===== config.mk =====
export PLATFORM = sky130hd
export DESIGN_NAME = lrp_lamps
export DESIGN_NICKNAME = d
export VERILOG_FILES = /design/src/rtl/lrp_pkg.sv /design/src/rtl/lrp_lamps.sv /design/src/rtl/lrp_blink.sv
export SDC_FILE = /design/constraint.sdc
export NUM_CORES = 1
export LEC_CHECK = 0
export ABC_AREA = 1
export BUFFER_PORTS_ARGS = -buffer_cell sky130_fd_sc_hd__buf_2
export CAP_MARGIN = 30
export CORE_MARGIN = 2
export CORE_UTILIZATION = 35
export DETAILED_ROUTE_END_ITERATION = 12
export GPL_TIMING_DRIVEN = 0
export PLACE_DENSITY_LB_ADDON = 0.15
export SETUP_SLACK_MARGIN = 0.05
export SYNTH_ARGS = -nofsm -noshare
export SYNTH_HDL_FRONTEND = slang
export SYNTH_SLANG_ARGS = --single-unit

===== constraint.sdc =====
create_clock -name I_SYS_CLK -period 1.4 [get_ports I_SYS_CLK]
set_input_delay 0.07 -clock I_SYS_CLK [delete_from_list [all_inputs] [get_ports I_SYS_CLK]]
set_output_delay 0.07 -clock I_SYS_CLK [all_outputs]
set_load 0.01 [all_outputs]

===== src/rtl/lrp_pkg.sv =====
package lrp_pkg;
  localparam int NUM_PORTS = 2;
  // lamp modes
  typedef enum logic [1:0] {
    LRP_MODE_ONE,
    LRP_MODE_TWO,
    LRP_MODE_THREE
  } lrp_mode_t;
  // strap capture timing
  localparam real CLK_PERIOD_NS      = 10.0;
  localparam real RESET_MIN_US       = 1.0;
  localparam int  RESET_MIN_CYCLES   = int'((RESET_MIN_US * 1000.0 + CLK_PERIOD_NS - 1.0) / CLK_PERIOD_NS);
  localparam int  STRAP_DELAY_CYCLES = 4;
  // blink rate
  localparam real BLINK_HALF_MS      = 50.0;
  localparam int  BLINK_HALF_CYCLES  = int'(BLINK_HALF_MS * 1000000.0 / CLK_PERIOD_NS);
  localparam int  BLINK_CNT_W        = 23;
  // strap bit positions per port
  localparam int  STRAP_LINK_BIT     = 0;
  localparam int  STRAP_RATE_BIT     = 1;
  localparam int  STRAP_ACT_BIT      = 2;
endpackage : lrp_pkg


===== src/rtl/lrp_lamps.sv =====
`timescale 1ns/100ps
// Operation
// (RL1) Two lamp modes come from the mode strap and a third is selected only by configuration input.
// (RL2) Each lamp's active level follows the strap level seen on that pin at reset.
// (RL3) In mode one the link lamp is on exactly while the link is good.
// (RL4) In modes two and three the link lamp is on with link and blinks during tx or rx activity.
// (RL5) The rate lamp is on at 100 Mb/s and off at 10 Mb/s in every mode.
// (RL6) In mode one the third lamp shows tx or rx activity.
// (RL7) In mode two the third lamp shows collisions.
// (RL8) In mode three the third lamp may be set to show full duplex instead of collision.
// (RL9) The reset input must be held low at least 1 us, after which a full reset runs.
// (RL10) Pin reset returns all configuration state to its defaults.
// (RL11) Pin reset re-captures every strap instead of keeping old values.
// (RL12) By default the shared pin is an active-low power-down input.
// (RL13) When set for interrupts the shared pin is open drain and pulled low on an interrupt.
// (RL14) The host must configure interrupt use before the shared pin acts as an interrupt output.
// (RL15) Strap pins are sampled during reset and the captured values select modes afterwards; the code samples them on the fourth clock after reset release.
// (RL16) Activity blinking uses a fixed rate slow enough to see.
// (RL17) Each port has its own independent lamp, power-down and interrupt logic.
module lrp_lamps
  import lrp_pkg::*;
#(
  parameter int BLINK_HALF = BLINK_HALF_CYCLES
) (
  // clock and reset
  input  wire logic                 I_SYS_CLK,
  input  wire logic                 I_ARST_N,
  // strap levels seen on lamp pins, per port {act, rate, link}
  input  wire logic [2:0]           I_STRAP_PORT_A,
  input  wire logic [2:0]           I_STRAP_PORT_B,
  input  wire logic [NUM_PORTS-1:0] I_MODE_STRAP,
  // configuration
  input  wire logic [NUM_PORTS-1:0] I_MODE_THREE_EN,
  input  wire logic [NUM_PORTS-1:0] I_DUPLEX_SHOW_EN,
  input  wire logic [NUM_PORTS-1:0] I_IRQ_PIN_EN,
  // port status
  input  wire logic [NUM_PORTS-1:0] I_LINK_GOOD,
  input  wire logic [NUM_PORTS-1:0] I_SPEED_100,
  input  wire logic [NUM_PORTS-1:0] I_TX_ACTIVE,
  input  wire logic [NUM_PORTS-1:0] I_RX_ACTIVE,
  input  wire logic [NUM_PORTS-1:0] I_COLLISION,
  input  wire logic [NUM_PORTS-1:0] I_FULL_DUPLEX,
  input  wire logic [NUM_PORTS-1:0] I_IRQ_PENDING,
  // shared power-down / interrupt pins
  input  wire logic                 I_SLEEP_OR_IRQ_PIN_PORT_A,
  input  wire logic                 I_SLEEP_OR_IRQ_PIN_PORT_B,
  output logic                      O_SLEEP_OR_IRQ_PIN_PORT_A,
  output logic                      O_SLEEP_OR_IRQ_OE_PORT_A,
  output logic                      O_SLEEP_OR_IRQ_PIN_PORT_B,
  output logic                      O_SLEEP_OR_IRQ_OE_PORT_B,
  output logic [NUM_PORTS-1:0]      O_POWER_DOWN,
  // lamps
  output logic                      O_LINK_LAMP_PORT_A,
  output logic                      O_LINK_LAMP_PORT_B,
  output logic                      O_RATE_LAMP_PORT_A,
  output logic                      O_RATE_LAMP_PORT_B,
  output logic                      O_ACTIVITY_COLLISION_LAMP_PORT_A,
  output logic                      O_ACTIVITY_COLLISION_LAMP_PORT_B,
  output logic [NUM_PORTS-1:0]      O_STRAPS_VALID
);
  // strap capture after reset release
  logic [3:0]           cap_cnt;
  logic [3:0]           next_cap_cnt;
  logic                 captured;
  logic                 next_captured;
  logic [2:0]           pol_q     [NUM_PORTS];
  logic [2:0]           next_pol  [NUM_PORTS];
  logic [NUM_PORTS-1:0] mstrap;
  logic [NUM_PORTS-1:0] next_mstrap;
  logic [2:0]           strap_in  [NUM_PORTS];
  logic                 blink;

  assign strap_in[0] = I_STRAP_PORT_A;
  assign strap_in[1] = I_STRAP_PORT_B;

  lrp_blink #(
    .HALF_CYCLES (BLINK_HALF)
  ) u_blink (
    .clk    (I_SYS_CLK),
    .arst_n (I_ARST_N),
    .phase  (blink) // [RL16]
  );

  always_comb begin
    next_cap_cnt  = cap_cnt;
    next_captured = captured;
    next_mstrap   = mstrap;
    for (int p = 0; p < NUM_PORTS; p++) begin
      next_pol[p] = pol_q[p];
    end
    if (!captured) begin
      next_cap_cnt = cap_cnt + 4'h1;
      if (cap_cnt == 4'(STRAP_DELAY_CYCLES - 1)) begin
        next_captured = 1'b1; // [RL11] [RL15]
        next_mstrap   = I_MODE_STRAP;
        for (int p = 0; p < NUM_PORTS; p++) begin
          next_pol[p] = strap_in[p]; // [RL2]
        end
      end
    end
  end

  always_ff @(posedge I_SYS_CLK or negedge I_ARST_N) begin
    if (!I_ARST_N) begin // [RL9] [RL10]
      cap_cnt  <= 4'h0;
      captured <= 1'b0;
      mstrap   <= '0;
      for (int p = 0; p < NUM_PORTS; p++) begin
        pol_q[p] <= 3'h0;
      end
    end else begin
      cap_cnt  <= next_cap_cnt;
      captured <= next_captured;
      mstrap   <= next_mstrap;
      for (int p = 0; p < NUM_PORTS; p++) begin
        pol_q[p] <= next_pol[p];
      end
    end
  end

  // per-port lamp and pin logic
  logic [2:0]           lamp      [NUM_PORTS];
  logic [2:0]           next_lamp [NUM_PORTS];
  logic [NUM_PORTS-1:0] pin_oe;
  logic [NUM_PORTS-1:0] next_pin_oe;
  logic [NUM_PORTS-1:0] pdn;
  logic [NUM_PORTS-1:0] next_pdn;
  logic [NUM_PORTS-1:0] pin_in;

  assign pin_in = {I_SLEEP_OR_IRQ_PIN_PORT_B, I_SLEEP_OR_IRQ_PIN_PORT_A};

  generate
    for (genvar p = 0; p < NUM_PORTS; p++) begin : g_port // [RL17]
      lrp_mode_t mode;
      logic      act;
      logic      link_on;
      logic      third_on;

      always_comb begin
        act = I_TX_ACTIVE[p] | I_RX_ACTIVE[p];
        if (I_MODE_THREE_EN[p]) begin
          mode = LRP_MODE_THREE; // [RL1]
        end else if (mstrap[p]) begin
          mode = LRP_MODE_TWO;
        end else begin
          mode = LRP_MODE_ONE;
        end
        link_on  = 1'b0;
        third_on = 1'b0;
        case (mode)
          LRP_MODE_ONE: begin
            link_on  = I_LINK_GOOD[p]; // [RL3]
            third_on = act; // [RL6]
          end
          LRP_MODE_TWO: begin
            link_on  = I_LINK_GOOD[p] & ~(act & blink); // [RL4]
            third_on = I_COLLISION[p]; // [RL7]
          end
          default: begin
            link_on  = I_LINK_GOOD[p] & ~(act & blink); // [RL4]
            third_on = I_DUPLEX_SHOW_EN[p] ? I_FULL_DUPLEX[p] : I_COLLISION[p]; // [RL8]
          end
        endcase
        // a pin strapped low idles low, so its lamp is lit high
        next_lamp[p][STRAP_LINK_BIT] = link_on ^ pol_q[p][STRAP_LINK_BIT]; // [RL2]
        next_lamp[p][STRAP_RATE_BIT] = I_SPEED_100[p] ^ pol_q[p][STRAP_RATE_BIT]; // [RL5]
        next_lamp[p][STRAP_ACT_BIT]  = third_on ^ pol_q[p][STRAP_ACT_BIT];
        // lamp pins held low until straps are captured
        if (!captured) begin
          next_lamp[p] = pol_q[p];
        end
      end
    end
  endgenerate

  // shared pin: power-down input unless interrupt use is enabled
  always_comb begin
    for (int p = 0; p < NUM_PORTS; p++) begin
      next_pin_oe[p] = I_IRQ_PIN_EN[p] & I_IRQ_PENDING[p]; // [RL13] [RL14]
      next_pdn[p]    = ~I_IRQ_PIN_EN[p] & ~pin_in[p]; // [RL12]
    end
  end

  always_ff @(posedge I_SYS_CLK or negedge I_ARST_N) begin
    if (!I_ARST_N) begin
      for (int p = 0; p < NUM_PORTS; p++) begin
        lamp[p] <= 3'h0;
      end
      pin_oe <= '0;
      pdn    <= '0;
    end else begin
      for (int p = 0; p < NUM_PORTS; p++) begin
        lamp[p] <= next_lamp[p];
      end
      pin_oe <= next_pin_oe;
      pdn    <= next_pdn;
    end
  end

  logic [NUM_PORTS-1:0] valid_q;

  always_ff @(posedge I_SYS_CLK or negedge I_ARST_N) begin
    if (!I_ARST_N) begin
      valid_q <= '0;
    end else begin
      valid_q <= {NUM_PORTS{captured}};
    end
  end

  assign O_LINK_LAMP_PORT_A               = lamp[0][STRAP_LINK_BIT];
  assign O_RATE_LAMP_PORT_A               = lamp[0][STRAP_RATE_BIT];
  assign O_ACTIVITY_COLLISION_LAMP_PORT_A = lamp[0][STRAP_ACT_BIT];
  assign O_LINK_LAMP_PORT_B               = lamp[1][STRAP_LINK_BIT];
  assign O_RATE_LAMP_PORT_B               = lamp[1][STRAP_RATE_BIT];
  assign O_ACTIVITY_COLLISION_LAMP_PORT_B = lamp[1][STRAP_ACT_BIT];
  // open drain: drive value is always low
  assign O_SLEEP_OR_IRQ_PIN_PORT_A        = 1'b0;
  assign O_SLEEP_OR_IRQ_PIN_PORT_B        = 1'b0;
  assign O_SLEEP_OR_IRQ_OE_PORT_A         = pin_oe[0];
  assign O_SLEEP_OR_IRQ_OE_PORT_B         = pin_oe[1];
  assign O_POWER_DOWN                     = pdn;
  assign O_STRAPS_VALID                   = valid_q;
endmodule : lrp_lamps


===== src/rtl/lrp_blink.sv =====
`timescale 1ns/100ps
module lrp_blink
  import lrp_pkg::*;
#(
  parameter int HALF_CYCLES = BLINK_HALF_CYCLES
) (
  input  wire logic clk,
  input  wire logic arst_n,
  output logic      phase
);
  logic [BLINK_CNT_W-1:0] cnt;
  logic [BLINK_CNT_W-1:0] next_cnt;
  logic                   next_phase;

  always_comb begin
    next_cnt   = cnt + {{(BLINK_CNT_W-1){1'b0}}, 1'b1};
    next_phase = phase;
    if (cnt >= BLINK_CNT_W'(HALF_CYCLES - 1)) begin
      next_cnt   = '0;
      next_phase = ~phase;
    end
  end

  always_ff @(posedge clk or negedge arst_n) begin
    if (!arst_n) begin
      cnt   <= '0;
      phase <= 1'b0;
    end else begin
      cnt   <= next_cnt;
      phase <= next_phase;
    end
  end
endmodule : lrp_blink


==> metrics.cfg <==
[outcome]
status=finished, violations left
violations=negative setup slack

[cells_and_area]
register_area_um2=1210
layout-drive-gt1-share_pct=41.2
num_antenna_cells=0
area_delta_synth_final_pct=46.5
fin_util_pct=53.4
fin_nets=441
multi_input_area_um2=1310
fill_cells=652

[place]
post-dp-hpwl_mm=3.86
portBuffers=43
gp_congestion=0.849

[yosys]
synthXorXnorAreaFrac_pct=7.70
ys_async_sr_fraction_pct=100
synth_area_um2=2500
synth_cell_types=28
seq_area_frac_synth_pct=48.0
ys_ff_latch=48
netlist_top_cells_count=nand2_1 (71), nor2_1 (58), dfrtp_1 (48)
synth-adder-area-share_pct=1.00
synth_edf_count=0
synth_area_leaders=dfrtp_1 (48%), nand2_1 (11%), nor2_1 (8.7%)
synth_compound_area_share_pct=2.80
synthCells=302
synthMuxAreaShare_pct=3.60
synth_top_family_by_area=simple AND/OR/NAND/NOR gates
syn_avg_cell_area_um2=8.29
yosysMostFrequentCell=nand2_1
synthFlopType=dfrtp_1
synth-simple-area-share_pct=29.5
synth_warnings=0
yosysTopAreaCellShare_pct=48.0
synth_top_area_cell=dfrtp_1

[grt]
grt_use_total_pct=16.1
grt_start_max_net_pins=37
gr-total-overflow=0
grt_pass1_vias=2199
grt_pass1_wl_mm=9.69
antenna_found_initial=0

[sta]
setup_tns_ns=-1.24
finalCriticalPeriod_ns=1.49
slew_violations=0
clock.fmax_ghz=0.670
period_share_pct=107
rsz0062_at_grt=yes
setup_ws_ns=-0.0929
finalHoldViolations=0
setup_viol=23
fin_skew_ns=0.0107

[detailed_routing]
firstDrtPassIters=4
wl_mm=5.87
wl_per_cell_um=11.6
via_per_inst=4.43
vias=2231
ant_nets=0
drt_iter0_markers=81
drc=0

[clock_network]
insertion_delay_ns=0.31
cts_tree=built
clock-sinks=48
numCtsBuffers=5
cts.path.max_buffers=2
cts_htree_levels=2
clock-root-buffer=clkbuf_8
clkTransAtPathRegs_ns=0.10

[floorplan]
start_util_pct=36.4
die_x_um=88.6
fp.dieArea_um2=7850
ios=46
die_h_um=88.6
rows=30
coreArea_um2=6870

[critical_path]
critical_path_class=reg -> reg
arrival_ns=1.74
worst_setup_path_end_kind=register
path_max_fanout=10
cp.required_ns=1.64
startpoint_type=register

[pwr]
p_per_area_nw_per_um2=738
peakVddDrop_uv=598
p_leak_nw=1.75

[flow_run]
cap_violations=0

[hold_path]
hold_path.class=in -> reg

-- final timing paths --
kind                           startpoint                               end  slack [ns]  cells after the start
max reg2reg                u_blink.cnt[0]                   u_blink.cnt[20]       -0.09                      9
min                        I_SPEED_100[0]                O_RATE_LAMP_PORT_A        0.04                      4
max                        u_blink.cnt[0]                   u_blink.cnt[20]       -0.09                      9
max in group asynchronous        I_ARST_N                    u_blink.cnt[1]        0.71                      3
min in group asynchronous        I_ARST_N                   u_blink.cnt[13]        0.18                      2
min reg2reg                      pol_q[2]  O_ACTIVITY_COLLISION_LAMP_PORT_B        0.46                      1
-- layer usage --
metal / vias up / GRT usage (%) / part of all wire (%)
met5: - / 0 / 0
met4: 0 / 4.13 / 0.84
met3: 5 / 3.82 / 3.7
met2: 46 / 28.1 / 50
met1: 1040 / 20.2 / 45
li1: 1140 / - / -
-- layout by cell type (no fill, tap or decap), types with 5 or more instances in the layout --
cell,instances
nand3_1,13
nand2_2,5
buf_4,33
inv_1,26
buf_6,8
xnor2_1,5
clkbuf_8,6
mux2_2,8
inv_2,6
nand3_4,5
nor2_4,6
dfrtp_1,39
dfrtp_2,9
nor2_1,37
buf_2,43
nand2_1,65
xor2_1,16
dlygate4sd3_1,17
nor2_2,18
o21ai_0,5
-- critical path: stages, from the launching register on --
cell and delay (ns):
dfrtp_1 0.44, buf_6 0.15, nand3_4 0.09, inv_4 0.04
nand2_4 0.06, nand2_2 0.05, nand3_2 0.08, nand4_4 0.19
buf_8 0.21, nor2_1 0.12
-- final cells by class --
cell class / instances / area share, %
Buffer: 7 / 2.01
Clock buffer: 5 / 1.88
Clock inverter: 3 / 1.30
Inverter: 34 / 3.65
Multi-Input combinational cell: 214 / 35.8
Sequential cell: 48 / 33.1
Tap cell: 96 / 3.28
Timing Repair Buffer: 97 / 19.0
-- metrics by stage --
stage                     setup WS, ns  hold slack, ns  power (mW)  instance area (µm²)  std cells
final                          -0.0929          0.0423        2.70                 3670        504
after global routing            -0.151          0.0567        2.84                 3670        504
after CTS                      -0.0709          0.0482        2.73                 3490        491
after detailed placement        -0.199        -0.00860        1.64                 2870        443
after global placement          -0.173           0.217        1.63                 2850        442
after floorplan                 0.0460          -0.226        1.53                 2520        303
-- where the power goes --
| part | switching (mW) | internal [mW] | leakage, nW |
|---|---|---|---|
| Sequential | 0.0129 | 1.42 | 0.589 |
| Combinational | 0.0956 | 0.116 | 1.10 |
| Clock | 0.519 | 0.539 | 0.0583 |
-- cell families (layout without fill, tap and decap cells) --
| group | Yosys count | in the layout |
|---|---|---|
| muxes | 8 | 8 |
| DFF | 48 | 48 |
| AOI/OAI and AO/OA | 13 | 13 |
| xor gates and xnor gates | 22 | 22 |
| buffers and inverters | 41 | 146 |
| and+or+nand+nor | 167 | 167 |
| other | 1 | 2 |
| adders and majority gates | 2 | 2 |
-- timing repair --
| action | in CTS | in global routing |
|---|---|---|
| hold buffers | 17 | 0 |
| endpoints found under the hold margin | 60 | 0 |
| endpoints found under the setup margin | 32 | 33 |
| cloned | 1 | 0 |
| buffers inserted | 22 | 13 |
| pin swaps | 6 | 7 |
| resized for setup | 46 | 29 |
-- sequential cells by signal, indices dropped and copies added (netlist names) --
signal	count
O_RATE_LAMP_PORT_A	1
O_ACTIVITY_COLLISION_LAMP_PORT_B	1
u_blink.cnt	23
pin_oe	2
pol_q	6
O_RATE_LAMP_PORT_B	1
O_LINK_LAMP_PORT_B	1
cap_cnt	4
O_STRAPS_VALID	1
captured	1
O_POWER_DOWN	2
O_LINK_LAMP_PORT_A	1
O_ACTIVITY_COLLISION_LAMP_PORT_A	1
mstrap	2
u_blink.phase	1
Note: power is estimated with default switching activity, not from simulation.
